## config.mk

```make
export PLATFORM = sky130hd
export DESIGN_NAME = dual_port_gpio_alt_mux
export DESIGN_NICKNAME = d
export VERILOG_FILES = /design/src/logic/gpio_mux_pkg.sv /design/src/logic/pin_drive_if.sv /design/src/logic/dual_port_gpio_alt_mux.sv /design/src/logic/pin_drive_cell.sv
export VERILOG_INCLUDE_DIRS = /design/src /design/src/logic
export SDC_FILE = /design/constraint.sdc
export NUM_CORES = 1
export LEC_CHECK = 0
export BUFFER_PORTS_ARGS = -buffer_cell sky130_fd_sc_hd__buf_2
export CAP_MARGIN = 25
export CORE_MARGIN = 2
export CORE_UTILIZATION = 46
export CTS_BUF_LIST = sky130_fd_sc_hd__clkbuf_16
export CTS_CLUSTER_DIAMETER = 80
export DETAILED_ROUTE_END_ITERATION = 10
export HOLD_SLACK_MARGIN = 0.02
export PLACE_DENSITY = 0.69
export SLEW_MARGIN = 40
export SYNTH_ARGS = -nofsm -noshare
export SYNTH_HDL_FRONTEND = slang
export SYNTH_HIERARCHICAL = 1
export SYNTH_SLANG_ARGS = --single-unit
```

## constraint.sdc

```tcl
create_clock -name clk_in -period 1.65 [get_ports clk_in]
set_input_delay 0.33 -clock clk_in [delete_from_list [all_inputs] [get_ports clk_in]]
set_output_delay 0.33 -clock clk_in [all_outputs]
set_load 0.01 [all_outputs]
```

## src/logic/gpio_mux_regs.svh

```systemverilog
// register offsets, field positions and reset values of the pin ports
`ifndef GPIO_MUX_REGS_SVH
`define GPIO_MUX_REGS_SVH

`define PORT_ZERO_ADDR            8'h80
`define PORT_ONE_ADDR             8'h90
`define PORT_ZERO_DIRECTION_ADDR  8'h94
`define PORT_ZERO_ALT_SELECT_ADDR 8'h95
`define PORT_ONE_DIRECTION_ADDR   8'h96
`define PORT_ONE_ALT_SELECT_ADDR  8'h97
`define SPI_ROUTE_ADDR            8'hb3

`define PORT_ZERO_RESET           8'hff
`define PORT_ONE_RESET            8'hff
`define PORT_ZERO_DIRECTION_RESET 8'hff
`define PORT_ZERO_ALT_RESET       8'h00
`define PORT_ONE_DIRECTION_RESET  8'hff
`define PORT_ONE_ALT_RESET        8'h00
`define SPI_ROUTE_RESET           2'h0

// port zero bit roles under alternate select
`define P0_BOOT_SELECT_BIT 0
`define P0_UART_RX_BIT     1
`define P0_UART_TX_BIT     2
`define P0_IRQ_ZERO_BIT    3
`define P0_IRQ_ONE_BIT     4
`define P0_TIMER_ZERO_BIT  5
`define P0_TIMER_ONE_BIT   6
`define P0_PWM_BIT         7

// port one bit roles
`define P1_SCK_TIMER_BIT   0
`define P1_SDO_BIT         1
`define P1_INPUT_ONLY_BIT  2

`endif

```

## src/logic/gpio_mux_pkg.sv

```systemverilog
// types shared by the pin port modules
package gpio_mux_pkg;
  typedef logic [7:0] sfr_addr_t;
  typedef logic [7:0] sfr_byte_t;
  // order gives 00 off, 01 port one, 10 radio one, 11 radio two
  typedef enum logic [1:0] {
    ROUTE_OFF,
    ROUTE_PORT_ONE,
    ROUTE_RADIO_ONE,
    ROUTE_RADIO_TWO
  } spi_route_t;
endpackage

```

## src/logic/pin_drive_if.sv

```systemverilog
// next-cycle pin level and drive enable for one port
`timescale 1ns/1ps
`default_nettype none
interface pin_drive_if #(
  parameter int WIDTH = 8
);
  logic [WIDTH-1:0] level;
  logic [WIDTH-1:0] enable;
  modport source (output level, output enable);
  modport sink   (input level, input enable);
endinterface
`default_nettype wire
```

## src/logic/dual_port_gpio_alt_mux.sv

```systemverilog
// two pin ports with direction, alternate select and spi routing
//
// How it works
// under reset all pins are inputs, still so when software starts.
// on port zero the alternate select outranks the direction bit.
// alternate select set: pin direction fixed by the chosen peripheral.
// uart receive pin keeps its direction bit even with alternate set.
// external interrupts pass only with alternate bits 3 or 4; pins input.
// alternate clear: plain gpio, direction 0 output, 1 input.
// port zero bit 0 stays gpio whatever its alternate bit says.
// port zero data and direction reset to ones, alternate to zero.
// port one has three pins; only low three register bits exist.
// routing 01 makes port one sck out, sdo out, sdi in.
// port one direction overridden by alternate select or routing 01.
// outside spi, alternate bit 0 makes port one bit 0 timer-2 input.
// outside spi with that bit clear, port one bit 0 is gpio.
// port one bit 1 always follows its direction bit outside spi.
// port one bit 2 is always an input.
// software drives a port zero gpio as each spi device's select.
// routing field 00 off, 01 port one, 10/11 radio; only 01 pins.
// port one alternate register at 97, reset zero.
// port one direction uses 0 output, 1 input, like port zero.
`timescale 1ns/1ps
`default_nettype none
`include "gpio_mux_regs.svh"
module dual_port_gpio_alt_mux #(
  parameter int  P0_WIDTH        = 8,
  parameter int  P1_WIDTH        = 3,
  // 1: timer-2 select is port zero alternate bit 0, 0: port one's
  parameter bit  T2_FROM_PORT0   = 1'b1
) (
  input  wire logic                    clk_in,
  input  wire logic                    nrst_in,
  input  wire logic                    ce_in,
  input  wire gpio_mux_pkg::sfr_addr_t sfr_addr_in,
  input  wire gpio_mux_pkg::sfr_byte_t sfr_wdata_in,
  input  wire logic                    sfr_wr_in,
  input  wire logic                    sfr_rd_in,
  output gpio_mux_pkg::sfr_byte_t      sfr_rdata_out,
  output gpio_mux_pkg::spi_route_t     spi_route_out,
  input  wire logic [P0_WIDTH-1:0]     port_zero_pin_in,
  output logic [P0_WIDTH-1:0]          port_zero_pin_out,
  output logic [P0_WIDTH-1:0]          port_zero_pin_oe_out,
  input  wire logic [P1_WIDTH-1:0]     port_one_pin_in,
  output logic [P1_WIDTH-1:0]          port_one_pin_out,
  output logic [P1_WIDTH-1:0]          port_one_pin_oe_out,
  input  wire logic                    uart_txd_in,
  input  wire logic                    pwm_in,
  input  wire logic                    spi_sck_in,
  input  wire logic                    spi_sdo_in,
  output logic                         uart_rxd_out,
  output logic                         ext_irq_zero_n_out,
  output logic                         ext_irq_one_n_out,
  output logic                         timer_zero_count_in_out,
  output logic                         timer_one_count_in_out,
  output logic                         timer_two_count_in_out,
  output logic                         spi_sdi_out
);
  import gpio_mux_pkg::*;

  //////////////////////////////////////////////////////////////////////////
  // registers

  logic [P0_WIDTH-1:0] port_zero_reg;
  logic [P0_WIDTH-1:0] port_zero_direction_reg;
  logic [P0_WIDTH-1:0] port_zero_alt_select_reg;
  logic [P1_WIDTH-1:0] port_one_reg;
  logic [P1_WIDTH-1:0] port_one_direction_reg;
  logic [P1_WIDTH-1:0] port_one_alt_select_reg;
  spi_route_t          spi_route_reg;
  logic                wr_en;
  logic                spi_on_pins;
  logic                timer_two_select;

  // clock enable low drops writes with everything else
  assign wr_en = sfr_wr_in && ce_in;

  always_ff @(posedge clk_in or negedge nrst_in) begin
    if (!nrst_in) begin
      port_zero_reg <= P0_WIDTH'(`PORT_ZERO_RESET);
    end else if (wr_en && sfr_addr_in == `PORT_ZERO_ADDR) begin
      port_zero_reg <= sfr_wdata_in[P0_WIDTH-1:0];
    end
  end

  always_ff @(posedge clk_in or negedge nrst_in) begin
    if (!nrst_in) begin
      port_zero_direction_reg <= P0_WIDTH'(`PORT_ZERO_DIRECTION_RESET);
    end else if (wr_en && sfr_addr_in == `PORT_ZERO_DIRECTION_ADDR) begin
      port_zero_direction_reg <= sfr_wdata_in[P0_WIDTH-1:0];
    end
  end

  always_ff @(posedge clk_in or negedge nrst_in) begin
    if (!nrst_in) begin
      port_zero_alt_select_reg <= P0_WIDTH'(`PORT_ZERO_ALT_RESET);
    end else if (wr_en && sfr_addr_in == `PORT_ZERO_ALT_SELECT_ADDR) begin
      port_zero_alt_select_reg <= sfr_wdata_in[P0_WIDTH-1:0];
    end
  end

  // only the low three bits are stored
  always_ff @(posedge clk_in or negedge nrst_in) begin
    if (!nrst_in) begin
      port_one_reg <= P1_WIDTH'(`PORT_ONE_RESET);
    end else if (wr_en && sfr_addr_in == `PORT_ONE_ADDR) begin
      port_one_reg <= sfr_wdata_in[P1_WIDTH-1:0];
    end
  end

  always_ff @(posedge clk_in or negedge nrst_in) begin
    if (!nrst_in) begin
      port_one_direction_reg <= P1_WIDTH'(`PORT_ONE_DIRECTION_RESET);
    end else if (wr_en && sfr_addr_in == `PORT_ONE_DIRECTION_ADDR) begin
      port_one_direction_reg <= sfr_wdata_in[P1_WIDTH-1:0];
    end
  end

  always_ff @(posedge clk_in or negedge nrst_in) begin
    if (!nrst_in) begin
      port_one_alt_select_reg <= P1_WIDTH'(`PORT_ONE_ALT_RESET);
    end else if (wr_en && sfr_addr_in == `PORT_ONE_ALT_SELECT_ADDR) begin
      port_one_alt_select_reg <= sfr_wdata_in[P1_WIDTH-1:0];
    end
  end

  // only routing 01 reaches the pins; radio routes stay inside
  always_ff @(posedge clk_in or negedge nrst_in) begin
    if (!nrst_in) begin
      spi_route_reg <= spi_route_t'(`SPI_ROUTE_RESET);
    end else if (wr_en && sfr_addr_in == `SPI_ROUTE_ADDR) begin
      spi_route_reg <= spi_route_t'(sfr_wdata_in[1:0]);
    end
  end

  // tells the serial engine where its lines go
  assign spi_route_out = spi_route_reg;

  //////////////////////////////////////////////////////////////////////////
  // read back: pin level on inputs, latch on driven pins

  sfr_byte_t           rdata_next;
  logic [P0_WIDTH-1:0] port_zero_view;
  logic [P1_WIDTH-1:0] port_one_view;

  // a driven pin reads its latch, so a loaded pin cannot spoil
  // a read-modify-write; a released pin reads the board level
  assign port_zero_view = (port_zero_pin_in & ~port_zero_pin_oe_out)
                        | (port_zero_reg & port_zero_pin_oe_out);
  assign port_one_view  = (port_one_pin_in & ~port_one_pin_oe_out)
                        | (port_one_reg & port_one_pin_oe_out);

  always_comb begin
    rdata_next = 8'h00;
    case (sfr_addr_in)
      `PORT_ZERO_ADDR: begin
        rdata_next[P0_WIDTH-1:0] = port_zero_view;
      end
      `PORT_ONE_ADDR: begin
        rdata_next = 8'hff;
        rdata_next[P1_WIDTH-1:0] = port_one_view;
      end
      `PORT_ZERO_DIRECTION_ADDR: rdata_next = port_zero_direction_reg;
      `PORT_ZERO_ALT_SELECT_ADDR: rdata_next = port_zero_alt_select_reg;
      `PORT_ONE_DIRECTION_ADDR: begin
        rdata_next = 8'hff;
        rdata_next[P1_WIDTH-1:0] = port_one_direction_reg;
      end
      `PORT_ONE_ALT_SELECT_ADDR: begin
        rdata_next[P1_WIDTH-1:0] = port_one_alt_select_reg;
      end
      `SPI_ROUTE_ADDR: rdata_next[1:0] = spi_route_reg;
      default: rdata_next = 8'h00;
    endcase
  end

  // read data holds until the next read strobe
  always_ff @(posedge clk_in or negedge nrst_in) begin
    if (!nrst_in) begin
      sfr_rdata_out <= 8'h00;
    end else if (ce_in && sfr_rd_in) begin
      sfr_rdata_out <= rdata_next;
    end
  end

  //////////////////////////////////////////////////////////////////////////
  // port zero pin roles

  pin_drive_if #(.WIDTH(P0_WIDTH)) port_zero_drive ();

  always_comb begin
    port_zero_drive.level  = port_zero_reg;
    port_zero_drive.enable = ~port_zero_direction_reg;
    // alternate roles with a fixed direction; bits 3 to 6 become inputs
    for (int i = 1; i < P0_WIDTH; i++) begin
      if (port_zero_alt_select_reg[i]) begin
        case (i)
          `P0_UART_RX_BIT:
            port_zero_drive.enable[i] = ~port_zero_direction_reg[i];
          `P0_UART_TX_BIT: begin
            port_zero_drive.enable[i] = 1'b1;
            port_zero_drive.level[i]  = uart_txd_in;
          end
          `P0_PWM_BIT: begin
            port_zero_drive.enable[i] = 1'b1;
            port_zero_drive.level[i]  = pwm_in;
          end
          default: port_zero_drive.enable[i] = 1'b0;
        endcase
      end
    end
    // boot flash select stays gpio: the loader drives it
    // right after reset, so no alternate role may take it
    port_zero_drive.enable[`P0_BOOT_SELECT_BIT] =
      ~port_zero_direction_reg[`P0_BOOT_SELECT_BIT];
  end

  pin_drive_cell #(.WIDTH(P0_WIDTH)) port_zero_cell (
    .clk_in     (clk_in),
    .nrst_in    (nrst_in),
    .ce_in      (ce_in),
    .drive      (port_zero_drive),
    .pin_out    (port_zero_pin_out),
    .pin_oe_out (port_zero_pin_oe_out)
  );

  //////////////////////////////////////////////////////////////////////////
  // port one pin roles

  pin_drive_if #(.WIDTH(P1_WIDTH)) port_one_drive ();

  assign spi_on_pins = (spi_route_reg == ROUTE_PORT_ONE);
  // which register holds the timer-2 select is a build choice
  assign timer_two_select = T2_FROM_PORT0
                          ? port_zero_alt_select_reg[0]
                          : port_one_alt_select_reg[0];

  // routing 01 lends bits 0 and 1 to the serial master
  always_comb begin
    port_one_drive.level  = port_one_reg;
    port_one_drive.enable = ~port_one_direction_reg;
    if (spi_on_pins) begin
      port_one_drive.level[`P1_SCK_TIMER_BIT]  = spi_sck_in;
      port_one_drive.level[`P1_SDO_BIT]        = spi_sdo_in;
      port_one_drive.enable[`P1_SCK_TIMER_BIT] = 1'b1;
      port_one_drive.enable[`P1_SDO_BIT]       = 1'b1;
    end else begin
      // timer-2 count input takes the pin from its direction bit
      if (timer_two_select) begin
        port_one_drive.enable[`P1_SCK_TIMER_BIT] = 1'b0;
      end
      // bit 1 has no alternate role, its alternate bit is ignored
      port_one_drive.enable[`P1_SDO_BIT] =
        ~port_one_direction_reg[`P1_SDO_BIT];
    end
    // hardwired input, whatever direction or routing say
    port_one_drive.enable[`P1_INPUT_ONLY_BIT] = 1'b0;
  end

  pin_drive_cell #(.WIDTH(P1_WIDTH)) port_one_cell (
    .clk_in     (clk_in),
    .nrst_in    (nrst_in),
    .ce_in      (ce_in),
    .drive      (port_one_drive),
    .pin_out    (port_one_pin_out),
    .pin_oe_out (port_one_pin_oe_out)
  );

  //////////////////////////////////////////////////////////////////////////
  // peripheral inputs, idle when the role is not selected

  // interrupt requests idle high while the pin has another role
  always_ff @(posedge clk_in or negedge nrst_in) begin
    if (!nrst_in) begin
      ext_irq_zero_n_out <= 1'b1;
    end else if (ce_in) begin
      ext_irq_zero_n_out <= !port_zero_alt_select_reg[`P0_IRQ_ZERO_BIT]
                         || port_zero_pin_in[`P0_IRQ_ZERO_BIT];
    end
  end

  always_ff @(posedge clk_in or negedge nrst_in) begin
    if (!nrst_in) begin
      ext_irq_one_n_out <= 1'b1;
    end else if (ce_in) begin
      ext_irq_one_n_out <= !port_zero_alt_select_reg[`P0_IRQ_ONE_BIT]
                        || port_zero_pin_in[`P0_IRQ_ONE_BIT];
    end
  end

  // receive line idles at mark unless the pin carries it
  always_ff @(posedge clk_in or negedge nrst_in) begin
    if (!nrst_in) begin
      uart_rxd_out <= 1'b1;
    end else if (ce_in) begin
      uart_rxd_out <= !port_zero_alt_select_reg[`P0_UART_RX_BIT]
                   || port_zero_pin_in[`P0_UART_RX_BIT];
    end
  end

  // timer count inputs idle low while the pin has another role
  always_ff @(posedge clk_in or negedge nrst_in) begin
    if (!nrst_in) begin
      timer_zero_count_in_out <= 1'b0;
    end else if (ce_in) begin
      timer_zero_count_in_out <= port_zero_alt_select_reg[`P0_TIMER_ZERO_BIT]
                              && port_zero_pin_in[`P0_TIMER_ZERO_BIT];
    end
  end

  always_ff @(posedge clk_in or negedge nrst_in) begin
    if (!nrst_in) begin
      timer_one_count_in_out <= 1'b0;
    end else if (ce_in) begin
      timer_one_count_in_out <= port_zero_alt_select_reg[`P0_TIMER_ONE_BIT]
                             && port_zero_pin_in[`P0_TIMER_ONE_BIT];
    end
  end

  // timer-2 input is lost whenever the serial master owns the pin
  always_ff @(posedge clk_in or negedge nrst_in) begin
    if (!nrst_in) begin
      timer_two_count_in_out <= 1'b0;
    end else if (ce_in) begin
      timer_two_count_in_out <= !spi_on_pins && timer_two_select
                             && port_one_pin_in[`P1_SCK_TIMER_BIT];
    end
  end

  // serial input idles high outside port routing
  always_ff @(posedge clk_in or negedge nrst_in) begin
    if (!nrst_in) begin
      spi_sdi_out <= 1'b1;
    end else if (ce_in) begin
      spi_sdi_out <= !spi_on_pins
                  || port_one_pin_in[`P1_INPUT_ONLY_BIT];
    end
  end
endmodule // dual_port_gpio_alt_mux
`default_nettype wire

```

## src/logic/pin_drive_cell.sv

```systemverilog
// registered pin driver, released to input under reset
`timescale 1ns/1ps
`default_nettype none
module pin_drive_cell #(
  parameter int WIDTH = 8
) (
  input  wire logic             clk_in,
  input  wire logic             nrst_in,
  input  wire logic             ce_in,
  pin_drive_if.sink             drive,
  output logic [WIDTH-1:0]      pin_out,
  output logic [WIDTH-1:0]      pin_oe_out
);
  // async clear keeps every pin an input even with no clock
  always_ff @(posedge clk_in or negedge nrst_in) begin
    if (!nrst_in) begin
      pin_oe_out <= '0;
    end else if (ce_in) begin
      pin_oe_out <= drive.enable;
    end
  end

  always_ff @(posedge clk_in or negedge nrst_in) begin
    if (!nrst_in) begin
      pin_out <= '1;
    end else if (ce_in) begin
      pin_out <= drive.level;
    end
  end
endmodule // pin_drive_cell
`default_nettype wire

```

* After elaboration in Yosys (flattened, before gate mapping)
Index checks and enable logic that the tools add are counted.
** Storage, ports and cells
- Register bits :: 71
- Input bits :: 36
- Word-level logic and storage cells :: 77
** Operators by class
- Equal/unequal tests :: 8
- Multiplexer cells :: 15
- Bitwise gates (word level) :: 13
- Reductions and logical operators :: 22
** Operator list (number)
- == test 8 bit (second input constant) :: 7
- one-hot mux 5 bit (4 select lines) :: 1
- AND 8 bit :: 2
- inverter 8 bit :: 2
- one-hot mux 2 bit (7 select lines) :: 1
- logical AND 1 bit :: 13
- two-way mux 1 bit :: 10
- bitwise OR 8 bit :: 1
- one-hot mux 1 bit (6 select lines) :: 1
- logical NOT 1 bit :: 4
- logical OR 1 bit :: 4
- two-way mux 2 bit :: 2
- inverter 1 bit :: 4
- AND 3 x 2 -> 3 bit :: 1
- AND 3 bit :: 1
- inverter 2 -> 3 bit :: 1
- bitwise OR 3 bit :: 1
- == test 2 x 1 -> 1 bit (second input constant) :: 1
- OR reduction 2 bit :: 1

* Longest topological paths before layout
- Depth after elaboration :: 4
- Mapped depth :: 6
- Gate-level depth less buffers :: 4

* By module
Netlist, hierarchy kept.
** By module, submodules not included
- dual_port_gpio_alt_mux :: instances 1, cells each 212, area each 2606.2 µm², seq. area each 1283.7 µm²
- pin_drive_cell at port_zero_cell :: instances 1, cells each 34, area each 659.4 µm², seq. area each 410.4 µm²
- pin_drive_cell at port_one_cell :: instances 1, cells each 13, area each 255.2 µm², seq. area each 153.9 µm²

* Least setup slack after synthesis
Ideal clock, no wire load.
- Path type :: input to register
- From :: in sfr_addr_in[5]
- To :: reg port_zero_direction_reg[0]
- Arrival time :: 1.634 ns
- Required time :: 1.568 ns
- Path slack :: -0.066 ns
- Cell stages on the path :: 4
- Buffers on the path :: 0
- Cell sequence :: nor4b_4 > nand3_4 > nor4_4 > mux2_2
** Between the ends
- Word-level cells in the longest chain between the ends :: 2
** Ends and longest elaborated chain
- from (decl) :: RTL line dual_port_gpio_alt_mux.sv:35 : input wire gpio_mux_pkg::sfr_addr_t sfr_addr_in,
- == test 8 bit
- logical AND 1 bit (no line)
- to (signal assigned) :: RTL line dual_port_gpio_alt_mux.sv:88 : port_zero_direction_reg <= P0_WIDTH'(`PORT_ZERO_DIRECTION_RESET);
- to (signal assigned) :: RTL line dual_port_gpio_alt_mux.sv:90 : port_zero_direction_reg <= sfr_wdata_in[P0_WIDTH-1:0];
- to (decl) :: RTL line dual_port_gpio_alt_mux.sv:65 : logic [P0_WIDTH-1:0] port_zero_direction_reg;
Every way passes these cells.
A chain may end at the register's enable or synchronous reset.

* Worst setup path in the final report
- From :: in sfr_addr_in[5]
- To :: reg port_zero_reg[1]
** Between the ends
- Word-level cells in the longest chain between the ends :: 2
** Ends and longest elaborated chain
- == test 8 bit
- logical AND 1 bit (no line)
- to (signal assigned) :: RTL line dual_port_gpio_alt_mux.sv:80 : port_zero_reg <= P0_WIDTH'(`PORT_ZERO_RESET);
- to (signal assigned) :: RTL line dual_port_gpio_alt_mux.sv:82 : port_zero_reg <= sfr_wdata_in[P0_WIDTH-1:0];
- to (decl) :: RTL line dual_port_gpio_alt_mux.sv:64 : logic [P0_WIDTH-1:0] port_zero_reg;
Every way passes these cells.

==> metrics.md <==
| Metric | Value |
|---|---|
| Outcome | finished with violations |
| Failing checks | hold timing |
| R2R cell count | 4 |
| Final ANT Viol Nets | 0 |
| Busiest grt layer | met2 |
| Hold buffer count at cts | 0 |
| Worst-case clock buffer depth | 2 |
| Number of synthesis warnings | 6 |
| Cell taking the most area after synthesis | dfstp_2 |
| Internal reg-to-reg setup slack | 210 ps |
| Synth-to-Final Area Change | 26.7% |
| Largest net degree at the start of global routing | 73 |
| Startpoint types | input port |
| Crit path max fanout | 6 |
| Register area | 1850 um^2 |
| Worst Setup EP | port_zero_reg[1] |
| CP Launch Point | sfr_addr_in[5] |
| VDD IR max | 0.546 mV |
| Worst Path Arrival | 1760 ps |
| Largest cells by area after synthesis | dfstp_2, dfrtp_1, mux2_2 |
| Initial core utilization | 0.480 |
| Synthesized netlist cell count | 259 |
| Total global-route track usage | 0.202 |
| Max_cap viols | 0 |
| Syn Area/Cell | 13.6 um^2 |
| Overall Power | 4.36 mW |
| GRT Residual Overflow | 0 |
| Hold Crit Class | in -> async |
| Inserted Diodes | 0 |
| Layout fillers | 572 |
| Total number of vias | 2438 |
| Fin crit period | 1500 ps |
| Hold Vio Cnt, Final | 1 |
| Area after DPL | 4130 um^2 |
| Synthesized-area fraction occupied by adder cells | 0 |
| Register clock-pin slew on the reported worst setup and hold paths | 60 ps |
| Setup crit end kind | flip-flop |
| Post-synth top cells | mux2_2, dfstp_2, dfrtp_1, mux2_4, nand2_1 |
| Final critical-path setup slack | 154 ps |
| Drt pass-1 iters | 6 |
| Worst hold margin | -4.54 ps |
| Initial drt markers | 93 |
| CTS tree | yes |
| Largest family of logic cells by synthesized area | multiplexers |
| Final Cycle Share | 0.907 |
| Simple-gate portion of the synthesized area | 0.101 |
| Number of synthesized flops with an enable pin | 0 |
| Top-count cell post-synth | mux2_2 |
| Synth Flop Type | dfstp_2 |
| Unrepaired setup endpoints after global routing | false |
| Antenna violations before repair | 0 |
| Crit Path Class | in -> reg |
| # H-tree levels | 3 |
| Synth Area in Compound Gates | 0.0551 |
| Wirelength per Cell | 16.6 um |
| Top-level I/O count | 75 |
| DRC violations left | 0 |
| RD Place Congestion | 0.806 |
| Core Region | 7330 um^2 |
| Port bufs | 74 |
| Worst Path Required | 1910 ps |
| Post-CTS Setup Inserts | 0 |
| Detailed placement HPWL | 5510 um |
| R2R Path End | sfr_rdata_out[2] |
| Clock skew | 12.5 ps |
| Placed Cells | 446 |
| Share of the synthesized area in the top cell type | 0.276 |
| Synthesis-stage register bit count | 72 |
| Post-synthesis xor/xnor area fraction | 0.00249 |
| Relative slew slack | 0.581 |
| Syn Nets | 295 |
| Mux contribution to synthesized area | 0.284 |
| FF-to-FF Start | port_zero_alt_select_reg[2] |
| Max Clock Freq | 669 MHz |
| Worst skew pair latency | 340 ps |
| Layout cell share with drive strength beyond 1 | 0.650 |
| Vias in the first global route | 2587 |
| # clock sinks | 72 |
| Finished Layout Cells | 462 |
| Leakage | 2.06 nW |
| Detailed Route WL | 7690 um |
| Final setup vio count | 0 |
| Pre-CTS setup slack | -199 ps |
| Row count | 31 |
| Met3 Track Usage GR | 0.0398 |
| Post-synth ARST share | 1.00 |
| Post-route cell area | 4460 um^2 |
| CTS resizes | 0 |
| Die width | 91.5 um |
| Final net count | 394 |
| Synth cell types | 39 |
| Met1 Track Usage GR | 0.269 |
| Pwr Density | 978 nW/um^2 |
| Vias per inst | 5.28 |
| Inserted Clock Buffers | 9 |
| Fin Setup TNS | 0 ps |
| First-pass GRT wire length | 13100 um |
| Die height | 91.5 um |
| Mapped cell area | 3520 um^2 |
| Worst-Margin Slew | 628 ps |
| Root Buffer | clkbuf_16 |
| Max Slew Vio Count | 0 |
| Multi-input logic area | 1560 um^2 |
| Register area share after synthesis | 0.525 |
| Die area | 8370 um^2 |
| GRT met2 Usage | 0.322 |
-- where the power goes --
| part | switching, mW | total [mW] | internal (mW) | leakage (nW) |
|---|---|---|---|---|
| clock network | 0.774 | 2.11 | 1.34 | 0.157 |
| registers | 0.0392 | 1.88 | 1.84 | 0.818 |
| logic | 0.190 | 0.371 | 0.181 | 1.08 |
-- cells in the final DEF (no fill, tap or decap), types with 2 or more instances in the layout --
master and instances:
bufinv_16 2, nand3_1 8, nand2b_1 3, a22o_1 2, inv_1 8, o211ai_1 2, mux2i_1 6, nand2_1 14
buf_2 74, and3_2 3, dfrtp_1 35, nor2_1 12, nor3b_1 2, o21ai_0 13, buf_12 2, mux2_4 17
a21oi_1 3, nand4_1 4, buf_4 21, mux4_2 3, mux2_2 55, clkbuf_16 9, dfstp_2 37, a221oi_1 5
a31oi_1 3, inv_6 2, clkinv_4 2
-- metal layers --
metal | wire (um) | vias to the layer above
met4 | 102 | 0
met1 | 3610 | 1227
met5 | 0 | -
met3 | 252 | 7
met2 | 3720 | 52
li1 | - | 1152
-- worst min-delay path by stage --
stage,depth (start not counted),from,endpoint
after detailed placement,2,nrst_in,port_one_cell/pin_oe_out[2]
after CTS,2,nrst_in,port_one_cell/pin_oe_out[1]
final,2,nrst_in,port_one_cell/pin_oe_out[1]
after global routing,2,nrst_in,port_one_cell/pin_oe_out[1]
after global placement,2,nrst_in,port_one_cell/pin_oe_out[2]
after floorplan,0,nrst_in,port_one_alt_select_reg[0]
-- area by class of cell --
cell class	count	area share
Tap cell	99	0.0278
Timing Repair Buffer	97	0.127
Sequential cell	72	0.414
Clock inverter	7	0.0230
Inverter	8	0.00673
Clock buffer	9	0.0505
Multi-Input combinational cell	170	0.350
-- metrics by stage --
stage | hold WS, ps | utilization
floorplan | 34.4 | -
global placement | 386 | 0.564
detailed placement | 387 | 0.564
CTS | 39.3 | 0.608
global route | 45.4 | 0.608
finish | -4.54 | 0.608
-- critical path, cell delays in order --
cell	delay [ps]
buf_2	120
nor4b_4	270
buf_4	180
nand3_4	100
nor3_4	220
buf_4	200
mux2_2	340
-- logic make-up (layout without fill, tap and decap cells) --
logic type	after synthesis	in the layout
multiplexers	81	81
flip-flops	72	72
AND/OR/NAND/NOR	57	57
AO/OA/AOI/OAI	30	30
buffers and inverters	17	121
other	1	1
XOR/XNOR	1	1
Power figures use the tool's default switching activity.
